==> config.mk <==
export PLATFORM = sky130hd
export DESIGN_NAME = thrcmp_top
export DESIGN_NICKNAME = d
export VERILOG_FILES = /design/src/hw/thrcmp_pkg.sv /design/src/hw/thrcmp_top.sv
export SDC_FILE = /design/constraint.sdc
export NUM_CORES = 1
export LEC_CHECK = 0
export ABC_AREA = 1
export BUFFER_PORTS_ARGS = -buffer_cell sky130_fd_sc_hd__buf_2
export CAP_MARGIN = 20
export CORE_ASPECT_RATIO = 1.5
export CORE_MARGIN = 2
export CORE_UTILIZATION = 43
export DETAILED_ROUTE_END_ITERATION = 6
export MAX_ROUTING_LAYER = met4
export PLACE_DENSITY = 0.61
export SLEW_MARGIN = 15
export SYNTH_ARGS = -nofsm -noshare
export SYNTH_HDL_FRONTEND = slang
export SYNTH_SLANG_ARGS = --single-unit
==> constraint.sdc <==
create_clock -name clk -period 4.44 [get_ports clk]
set_input_delay 0.888 -clock clk [delete_from_list [all_inputs] [get_ports clk]]
set_output_delay 0.888 -clock clk [all_outputs]
set_load 0.01 [all_outputs]
==> src/hw/thrcmp_pkg.sv <==
// Constants for the threshold comparator control block
// Operation
// Top code bit selects upper levels 32-63
// Top code bit zero selects lower levels
// Loop mode compares against error amplifier
// Result low below reference or disabled
// Result rising edge starts cutoff signal; the code does so only while delay filter bit 5 is clear
// Select bit six picks sense pin
// Software tri-states sense pin before enabling
// Reference bit one picks level or amplifier
// Enable bit seven gates comparator result
// Result sampled each clock into status
// Status bit read-only, no side effects
// Controls reset to zero, comparator off
package thrcmp_pkg;

  localparam int ADDR_W = 10;
  localparam int DATA_W = 8;
  localparam int MV_W = 12;

  // *************************************************
  // Register indices; byte address is four times index
  // *************************************************
  localparam logic [ADDR_W-1:0] IDX_COMP_CTRL = 10'h0A1;
  localparam logic [ADDR_W-1:0] IDX_DELAY_FILTER = 10'h0A2;
  localparam logic [ADDR_W-1:0] IDX_CONV_CTRL_TWO = 10'h0A3;
  localparam logic [ADDR_W-1:0] ADDR_COMP_CTRL = 10'(IDX_COMP_CTRL * 4);
  localparam logic [ADDR_W-1:0] ADDR_DELAY_FILTER =
    10'(IDX_DELAY_FILTER * 4);
  localparam logic [ADDR_W-1:0] ADDR_CONV_CTRL_TWO =
    10'(IDX_CONV_CTRL_TWO * 4);

  // *************************************************
  // Field positions
  // *************************************************
  localparam int COMP_LEVEL_LSB = 2;
  localparam int COMP_LEVEL_W = 6;
  localparam int COMP_LOOP_BIT = 1;
  localparam int COMP_RESULT_BIT = 0;
  localparam int DLY_ENABLE_BIT = 7;
  localparam int DLY_FILTER_N_BIT = 5;
  localparam int CONV_SELECT_BIT = 6;

  // *************************************************
  // Reset values
  // *************************************************
  localparam logic [DATA_W-1:0] COMP_RESET = 8'h00;
  localparam logic [DATA_W-1:0] DELAY_RESET = 8'h00;
  localparam logic [DATA_W-1:0] CONV_RESET = 8'h00;
  localparam logic [DATA_W-1:0] READ_IDLE = 8'h00;

  // Threshold in millivolts per level code; code 0 has no level, taken as 0
  localparam logic [0:63][MV_W-1:0] LEVEL_MV = '{
    12'h000, 12'h023, 12'h032, 12'h040, 12'h04E, 12'h05D, 12'h06B, 12'h079,
    12'h087, 12'h096, 12'h0A4, 12'h0B2, 12'h0C0, 12'h0CD, 12'h0DB, 12'h0E9,
    12'h0F7, 12'h105, 12'h112, 12'h120, 12'h12E, 12'h13C, 12'h14A, 12'h157,
    12'h166, 12'h173, 12'h181, 12'h191, 12'h19D, 12'h1AD, 12'h1BB, 12'h1CB,
    12'h1CC, 12'h1FE, 12'h230, 12'h262, 12'h294, 12'h2C6, 12'h2F8, 12'h32A,
    12'h35C, 12'h38E, 12'h3C0, 12'h3F2, 12'h424, 12'h456, 12'h488, 12'h4BA,
    12'h4F6, 12'h528, 12'h55A, 12'h596, 12'h5C8, 12'h5FA, 12'h62C, 12'h65E,
    12'h690, 12'h6C2, 12'h6F4, 12'h726, 12'h758, 12'h794, 12'h7C6, 12'h7F8
  };

endpackage

==> src/hw/thrcmp_top.sv <==
// Threshold comparator control: registers, compare, sampling, cutoff edge
`timescale 1ns/1ps
`default_nettype none
module thrcmp_top (
  input wire logic clk,
  input wire logic rst,
  input wire logic [thrcmp_pkg::ADDR_W-1:0] regAddr,
  input wire logic [thrcmp_pkg::DATA_W-1:0] regWrData,
  input wire logic regWrite,
  input wire logic regRead,
  output logic [thrcmp_pkg::DATA_W-1:0] regRdData,
  input wire logic [thrcmp_pkg::MV_W-1:0] sensePinZero,
  input wire logic [thrcmp_pkg::MV_W-1:0] sensePinTwo,
  input wire logic [thrcmp_pkg::MV_W-1:0] errorAmpOutput,
  output logic analogCheckEnable,
  output logic senseInputSelect,
  output logic loopModeSelect,
  output logic [thrcmp_pkg::COMP_LEVEL_W-1:0] thresholdLevelCode,
  output logic resultStatusBit,
  output logic driveCutoffSignal
);

  // *************************************************
  // Register storage
  // *************************************************
  localparam int LEVEL_COUNT = 1 << thrcmp_pkg::COMP_LEVEL_W;

  // Comparator control fields; its status bit lives in result_r
  logic [thrcmp_pkg::COMP_LEVEL_W-1:0] levelCode_r;
  logic [thrcmp_pkg::COMP_LEVEL_W-1:0] levelCode_nxt;
  logic loopMode_r;
  logic loopMode_nxt;

  // Kept whole so software reads back the inert bits
  logic [thrcmp_pkg::DATA_W-1:0] delayFilterReg_r;
  logic [thrcmp_pkg::DATA_W-1:0] delayFilterReg_nxt;
  logic [thrcmp_pkg::DATA_W-1:0] convCtrlTwo_r;
  logic [thrcmp_pkg::DATA_W-1:0] convCtrlTwo_nxt;

  // Sampling, cutoff and read data
  logic result_r;
  logic result_nxt;
  logic cutoff_r;
  logic cutoff_nxt;
  logic [thrcmp_pkg::DATA_W-1:0] rdData_r;
  logic [thrcmp_pkg::DATA_W-1:0] rdData_nxt;

  // Compare path nets
  logic compEnable;
  logic filterEnableN;
  logic senseSelect;
  logic [thrcmp_pkg::MV_W-1:0] senseMv;
  logic [LEVEL_COUNT-1:0] aboveLevel;
  logic aboveAmp;
  logic aboveRef;
  logic rawResult;
  logic resultRise;

  // *************************************************
  // Decode helpers
  // *************************************************
  function automatic logic hit(
    input logic [thrcmp_pkg::ADDR_W-1:0] a,
    input logic [thrcmp_pkg::ADDR_W-1:0] target
  );
    hit = (a == target);
  endfunction

  function automatic logic strobeHit(
    input logic strobe,
    input logic [thrcmp_pkg::ADDR_W-1:0] a,
    input logic [thrcmp_pkg::ADDR_W-1:0] target
  );
    strobeHit = strobe && hit(a, target);
  endfunction

  // *************************************************
  // Register write decode
  // *************************************************
  // Status bit of the written byte is dropped: it is not writable
  always_comb begin
    levelCode_nxt = levelCode_r;
    loopMode_nxt = loopMode_r;
    if (strobeHit(regWrite, regAddr, thrcmp_pkg::ADDR_COMP_CTRL)) begin
      levelCode_nxt =
        regWrData[thrcmp_pkg::COMP_LEVEL_LSB +: thrcmp_pkg::COMP_LEVEL_W];
      loopMode_nxt = regWrData[thrcmp_pkg::COMP_LOOP_BIT];
    end
  end

  always_comb begin
    delayFilterReg_nxt = delayFilterReg_r;
    if (strobeHit(regWrite, regAddr, thrcmp_pkg::ADDR_DELAY_FILTER)) begin
      delayFilterReg_nxt = regWrData;
    end
  end

  always_comb begin
    convCtrlTwo_nxt = convCtrlTwo_r;
    if (strobeHit(regWrite, regAddr, thrcmp_pkg::ADDR_CONV_CTRL_TWO)) begin
      convCtrlTwo_nxt = regWrData;
    end
  end

  // *************************************************
  // Register flops
  // *************************************************
  // Level code clears on reset
  always_ff @(posedge clk or posedge rst) begin
    if (rst) begin
      levelCode_r <= thrcmp_pkg::COMP_RESET[
        thrcmp_pkg::COMP_LEVEL_LSB +: thrcmp_pkg::COMP_LEVEL_W];
    end else begin
      levelCode_r <= levelCode_nxt;
    end
  end

  // Loop mode clears on reset
  always_ff @(posedge clk or posedge rst) begin
    if (rst) begin
      loopMode_r <= thrcmp_pkg::COMP_RESET[thrcmp_pkg::COMP_LOOP_BIT];
    end else begin
      loopMode_r <= loopMode_nxt;
    end
  end

  // Enable clears: comparator starts off
  always_ff @(posedge clk or posedge rst) begin
    if (rst) begin
      delayFilterReg_r <= thrcmp_pkg::DELAY_RESET;
    end else begin
      delayFilterReg_r <= delayFilterReg_nxt;
    end
  end

  // Input select clears on reset
  always_ff @(posedge clk or posedge rst) begin
    if (rst) begin
      convCtrlTwo_r <= thrcmp_pkg::CONV_RESET;
    end else begin
      convCtrlTwo_r <= convCtrlTwo_nxt;
    end
  end

  // *************************************************
  // Compare path
  // *************************************************
  always_comb begin
    compEnable = delayFilterReg_r[thrcmp_pkg::DLY_ENABLE_BIT];
    filterEnableN = delayFilterReg_r[thrcmp_pkg::DLY_FILTER_N_BIT];
    senseSelect = convCtrlTwo_r[thrcmp_pkg::CONV_SELECT_BIT];
  end

  // Sense pin choice
  always_comb begin
    senseMv = senseSelect ? sensePinTwo : sensePinZero;
  end

  // One strict compare per level
  // Costs area, but keeps the level mux after the compares
  genvar lvl;
  generate
    for (lvl = 0; lvl < LEVEL_COUNT; lvl++) begin : g_level
      assign aboveLevel[lvl] = senseMv > thrcmp_pkg::LEVEL_MV[lvl];
    end
  endgenerate

  // Loop against amplifier
  always_comb begin
    aboveAmp = senseMv > errorAmpOutput;
  end

  // Reference source choice
  always_comb begin
    if (loopMode_r) begin
      aboveRef = aboveAmp;
    end else begin
      aboveRef = aboveLevel[levelCode_r];
    end
  end

  // Low unless enabled and above
  // Equal to the reference counts as below: no hysteresis
  always_comb begin
    rawResult = compEnable && aboveRef;
  end

  // *************************************************
  // Sampling and cutoff edge
  // *************************************************
  // Sample every clock
  always_comb begin
    result_nxt = rawResult;
  end

  always_ff @(posedge clk or posedge rst) begin
    if (rst) begin
      result_r <= 1'b0;
    end else begin
      result_r <= result_nxt;
    end
  end

  // Rising edge pulses cutoff while delay filter bit 5 is clear
  // Delay counter left out, so the pulse rises in the same cycle as the status bit
  always_comb begin
    resultRise = rawResult && !result_r;
    cutoff_nxt = !filterEnableN && resultRise;
  end

  always_ff @(posedge clk or posedge rst) begin
    if (rst) begin
      cutoff_r <= 1'b0;
    end else begin
      cutoff_r <= cutoff_nxt;
    end
  end

  // *************************************************
  // Read port
  // *************************************************
  // Status only readable
  always_comb begin
    rdData_nxt = thrcmp_pkg::READ_IDLE;
    if (strobeHit(regRead, regAddr, thrcmp_pkg::ADDR_COMP_CTRL)) begin
      rdData_nxt[thrcmp_pkg::COMP_LEVEL_LSB +: thrcmp_pkg::COMP_LEVEL_W] =
        levelCode_r;
      rdData_nxt[thrcmp_pkg::COMP_LOOP_BIT] = loopMode_r;
      rdData_nxt[thrcmp_pkg::COMP_RESULT_BIT] = result_r;
    end else if (strobeHit(regRead, regAddr,
                           thrcmp_pkg::ADDR_DELAY_FILTER)) begin
      rdData_nxt = delayFilterReg_r;
    end else if (strobeHit(regRead, regAddr,
                           thrcmp_pkg::ADDR_CONV_CTRL_TWO)) begin
      rdData_nxt = convCtrlTwo_r;
    end
  end

  // Idle value between reads keeps stale data off the bus
  always_ff @(posedge clk or posedge rst) begin
    if (rst) begin
      rdData_r <= thrcmp_pkg::READ_IDLE;
    end else begin
      rdData_r <= rdData_nxt;
    end
  end

  // *************************************************
  // Outputs, each straight from its flop
  // *************************************************
  assign regRdData = rdData_r;

  assign analogCheckEnable = delayFilterReg_r[thrcmp_pkg::DLY_ENABLE_BIT];

  assign senseInputSelect = convCtrlTwo_r[thrcmp_pkg::CONV_SELECT_BIT];

  assign loopModeSelect = loopMode_r;

  assign thresholdLevelCode = levelCode_r;

  assign resultStatusBit = result_r;

  assign driveCutoffSignal = cutoff_r;

endmodule
`default_nettype wire

==> impl_metrics.xml <==
<?xml version="1.0" encoding="UTF-8"?>
<metrics>
  <group name="outcome">
    <metric name="status" unit="">finished, violations left</metric>
    <metric name="violated_checks" unit="">design-rule violations</metric>
  </group>
  <group name="grt">
    <metric name="grt_pass1_wl" unit="um">31690</metric>
    <metric name="grt_pass1_vias" unit="">5811</metric>
    <metric name="met2_usage" unit="">0.5733</metric>
    <metric name="antenna_found_initial" unit="">0</metric>
    <metric name="grt_use_met1" unit="">0.4164</metric>
    <metric name="globalRoute.totalOverflow" unit="">0</metric>
    <metric name="globalRouteMet3Util" unit="">0.05761</metric>
    <metric name="grt_most_used_layer" unit="">met2</metric>
    <metric name="combined_global_route_utilization_of_all_metal_layers" unit="">0.3624</metric>
    <metric name="maximum_number_of_pins_on_one_net_before_global_route_repair" unit="">34</metric>
  </group>
  <group name="yosys">
    <metric name="syn-num-nets" unit="">887</metric>
    <metric name="yosys-top-cells-area" unit="">sky130_fd_sc_hd__nand2_1 18%, sky130_fd_sc_hd__dfrtp_1 18%, sky130_fd_sc_hd__nand3_1 16%, sky130_fd_sc_hd__inv_1 8.4%, sky130_fd_sc_hd__nor2_1 6.3%</metric>
    <metric name="ys_ff_latch" unit="">33</metric>
    <metric name="postSynthAreaPerCell" unit="um^2">5.731</metric>
    <metric name="synth.lib_cells_used.distinct" unit="">33</metric>
    <metric name="postSynth.topFlopCell" unit="">sky130_fd_sc_hd__dfrtp_1</metric>
    <metric name="synth.yosys.seq_area_share" unit="">0.1764</metric>
    <metric name="yosysWarningCount" unit="">0</metric>
    <metric name="synth-async-reset-ratio" unit="">1.000</metric>
    <metric name="synth-edff-count" unit="">0</metric>
    <metric name="synthDominantAreaCellType" unit="">sky130_fd_sc_hd__nand2_1</metric>
    <metric name="synth_largest_type_area_fraction" unit="">0.1820</metric>
    <metric name="synth_cells" unit="">817</metric>
    <metric name="post_synth_instance_area" unit="um^2">4682</metric>
  </group>
  <group name="final_layout">
    <metric name="syn_to_final_growth" unit="%">12.96</metric>
    <metric name="nets" unit="">950</metric>
    <metric name="antenna-diode-count" unit="">0</metric>
    <metric name="layout_common_cells" unit="">227 x sky130_fd_sc_hd__nand2_1, 149 x sky130_fd_sc_hd__nand3_1, 105 x sky130_fd_sc_hd__inv_1, 79 x sky130_fd_sc_hd__nor2_1, 76 x sky130_fd_sc_hd__buf_2</metric>
    <metric name="most_frequent_standard_cell_in_the_layout_excluding_fill_and_tap_cells" unit="">sky130_fd_sc_hd__nand2_1</metric>
    <metric name="proportion_of_layout_cells_with_a_drive_suffix_above_1" unit="">0.1862</metric>
  </group>
  <group name="drt">
    <metric name="route.detailed.drc" unit="">30</metric>
    <metric name="wire_per_inst" unit="um">19.61</metric>
    <metric name="drtAntennaViolNets" unit="">0</metric>
    <metric name="drt-total-wl" unit="um">20100</metric>
    <metric name="initialDrtViolationCount" unit="">809</metric>
    <metric name="route.detailed.vias_per_inst" unit="">5.855</metric>
    <metric name="via_count" unit="">6001</metric>
    <metric name="drt_pre_antenna_iters" unit="">7</metric>
  </group>
  <group name="timing">
    <metric name="skew" unit="ns">0.003822</metric>
    <metric name="hold_violations" unit="">0</metric>
    <metric name="period_utilization_post_route" unit="">0.8224</metric>
    <metric name="relSlewSlack" unit="">0.3758</metric>
    <metric name="totalNegativeSetupSlack" unit="ns">0</metric>
    <metric name="period_needed" unit="ns">3.651</metric>
    <metric name="rsz0062_at_grt" unit="">no</metric>
    <metric name="final-setup-viol-count" unit="">0</metric>
    <metric name="final-max-slew-violation-count" unit="">0</metric>
    <metric name="timing_worst_slew_pin_value" unit="ns">0.9363</metric>
    <metric name="fmax" unit="MHz">273.9</metric>
  </group>
  <group name="floorplan">
    <metric name="ios" unit="">77</metric>
    <metric name="die-area" unit="um^2">11760</metric>
    <metric name="initial_cell_density_of_the_core" unit="">0.4421</metric>
    <metric name="die_x" unit="um">89.20</metric>
    <metric name="floorplan.rows" unit="">46</metric>
    <metric name="die_h" unit="um">131.8</metric>
    <metric name="fp.coreArea" unit="um^2">10590</metric>
  </group>
  <group name="cts">
    <metric name="cts.reportedPaths.clkPinSlew" unit="ns">0.05</metric>
    <metric name="post_cts_resize_count" unit="">0</metric>
    <metric name="clk_root_buffer_cell" unit="">sky130_fd_sc_hd__clkbuf_16</metric>
    <metric name="buffers_from_clock_root_to_sink_at_most" unit="">2</metric>
    <metric name="postCtsSetupBuffers" unit="">0</metric>
    <metric name="clock_insertion_delay_worst_skew" unit="ns">0.28</metric>
    <metric name="htree_levels" unit="">2</metric>
    <metric name="cts_num_sinks" unit="">33</metric>
    <metric name="numCtsBuffers" unit="">5</metric>
    <metric name="cts_hold_buffers" unit="">0</metric>
    <metric name="clock_tree_from_tritoncts" unit="">yes</metric>
  </group>
  <group name="worst_setup_path">
    <metric name="reg2regPathDepth" unit="">19</metric>
    <metric name="timing.rr.start" unit="">convCtrlTwo_r[6]</metric>
    <metric name="worstPathRequired" unit="ns">4.61</metric>
    <metric name="worstSetupStartpointType" unit="">register</metric>
    <metric name="path_cells" unit="">inv_6 -&gt; nand2_1 -&gt; nand2_1 -&gt; nor2_1 -&gt; nand2_2 -&gt; inv_2 -&gt; nand2_1 -&gt; nor2_1 -&gt; nand2_1 -&gt; nand2_1 -&gt; nor2_1 -&gt; nand2_1 -&gt; nand3_1 -&gt; nand3_1 -&gt; nand3_1 -&gt; nand2_1 -&gt; nand2_1 -&gt; nand2_2 -&gt; inv_1</metric>
    <metric name="worstSetupEndpointType" unit="">register</metric>
    <metric name="crit_slowest_cell" unit="">sky130_fd_sc_hd__dfrtp_1</metric>
    <metric name="critical_path_peak_fanout" unit="">28</metric>
    <metric name="critPathMostFrequentCell" unit="">sky130_fd_sc_hd__nand2_1</metric>
    <metric name="cpPeakStageDelay" unit="ns">0.95</metric>
    <metric name="r2r-end" unit="">resultStatusBit</metric>
    <metric name="cp_data_arrival_time" unit="ns">3.82</metric>
    <metric name="worst-r2r-setup-slack" unit="ns">0.79</metric>
    <metric name="worst-setup-path-type" unit="">register to register</metric>
  </group>
  <group name="flow_run">
    <metric name="drv_cap" unit="">0</metric>
  </group>
  <group name="placement">
    <metric name="gp_congestion" unit="">1.164</metric>
    <metric name="place_hpwl" unit="um">15320</metric>
    <metric name="port_buffers" unit="">76</metric>
  </group>
  <group name="worst_hold_path">
    <metric name="hold_start" unit="">delayFilterReg_r[4]</metric>
    <metric name="hold-path-endpoint" unit="">delayFilterReg_r[4]</metric>
    <metric name="min_path_cells" unit="">2</metric>
    <metric name="hold_class" unit="">register to register</metric>
  </group>
  <group name="power">
    <metric name="power" unit="mW">1.002</metric>
    <metric name="ir_drop" unit="V">0.0004414</metric>
    <metric name="power_leakage" unit="nW">2.720</metric>
    <metric name="power_per_cell_area" unit="nW/um^2">189.5</metric>
  </group>
</metrics>
per-stage QoR:
step           hold slack [ns]  cell area (um^2)  worst slack [ns]  utilization  cells
2_1_floorplan           0.4530              4682             2.126            -    817
3_3_place_gp            0.4656              5116             1.057       0.4831   1017
3_5_place_dp            0.4746              5116             1.043       0.4831   1017
4_1_cts                 0.4877              5289             1.022       0.4994   1025
5_1_grt                 0.4958              5289            0.6180       0.4994   1025
6_report                0.4832              5289            0.7886       0.4994   1025
worst max-delay path by stage:
stage,startpoint,to,slack [ns],cells past startpoint
floorplan,sensePinTwo[9],resultStatusBit,2.13,18
global placement,convCtrlTwo_r[6],resultStatusBit,1.06,19
detailed placement,convCtrlTwo_r[6],resultStatusBit,1.04,19
CTS,convCtrlTwo_r[6],resultStatusBit,1.02,19
global route,convCtrlTwo_r[6],resultStatusBit,0.62,19
finish,convCtrlTwo_r[6],resultStatusBit,0.79,19
cell type report:
cell class                 count  area [um^2]
multi-input combinational    650         3286
clock inverter                 1        30.03
timing repair buffer          79        402.9
inverter                     111        421.7
tap                          144        180.2
fill                        1192         5301
sequential                    33        825.8
clock buffer                   7        142.6
Yosys cell counts, types with 3 or more instances:
master,number
sky130_fd_sc_hd__a21oi_1,21
sky130_fd_sc_hd__buf_2,4
sky130_fd_sc_hd__buf_4,3
sky130_fd_sc_hd__buf_6,4
sky130_fd_sc_hd__clkbuf_1,11
sky130_fd_sc_hd__dfrtp_1,33
sky130_fd_sc_hd__ha_1,12
sky130_fd_sc_hd__inv_1,105
sky130_fd_sc_hd__inv_2,4
sky130_fd_sc_hd__nand2_1,227
sky130_fd_sc_hd__nand2_2,31
sky130_fd_sc_hd__nand2_4,17
sky130_fd_sc_hd__nand3_1,149
sky130_fd_sc_hd__nand3b_1,4
sky130_fd_sc_hd__nand4_1,11
sky130_fd_sc_hd__nor2_1,79
sky130_fd_sc_hd__nor2_2,12
sky130_fd_sc_hd__nor2_4,8
sky130_fd_sc_hd__nor3_1,5
sky130_fd_sc_hd__o211ai_1,3
sky130_fd_sc_hd__o21ai_0,46
sky130_fd_sc_hd__o21ai_1,6
sky130_fd_sc_hd__o221ai_1,8
flip-flops by register name, summed over array words and instances, names as in the netlist:
signal              flops
driveCutoffSignal       1
regRdData               8
delayFilterReg_r        8
resultStatusBit         1
loopModeSelect          1
thresholdLevelCode      6
convCtrlTwo_r           8
logic make-up (layout without fill, tap and decap cells):
kind of cell               count (synthesis)  in the layout  share of synthesized area
and+or+nand+nor                          550            550                     0.5639
adders and majority gates                 12             12                    0.03207
AOI/OAI and AO/OA                         88             88                     0.1058
DFF                                       33             33                     0.1764
buffers and inverters                    134            198                     0.1219
layer usage:
layer	wire (um)	up-vias
met5	0	-
met4	1604	0
met3	1726	130
met2	9760	425
met1	7003	2668
li1	-	2778
critical path: cells and delay by family (launching register included):
family	cells	cell delay, ns
buffers and inverters	3	0.43
flip-flops	1	0.95
AND/OR/NAND/NOR	16	2.16
where the power goes:
part	leakage [nW]	internal, mW	switching [mW]	total (mW)
sequential	0.460	0.304	0.00529	0.310
combinational	2.18	0.0832	0.208	0.292
clock	0.0841	0.280	0.121	0.401
Power figures use the tool's default switching activity.
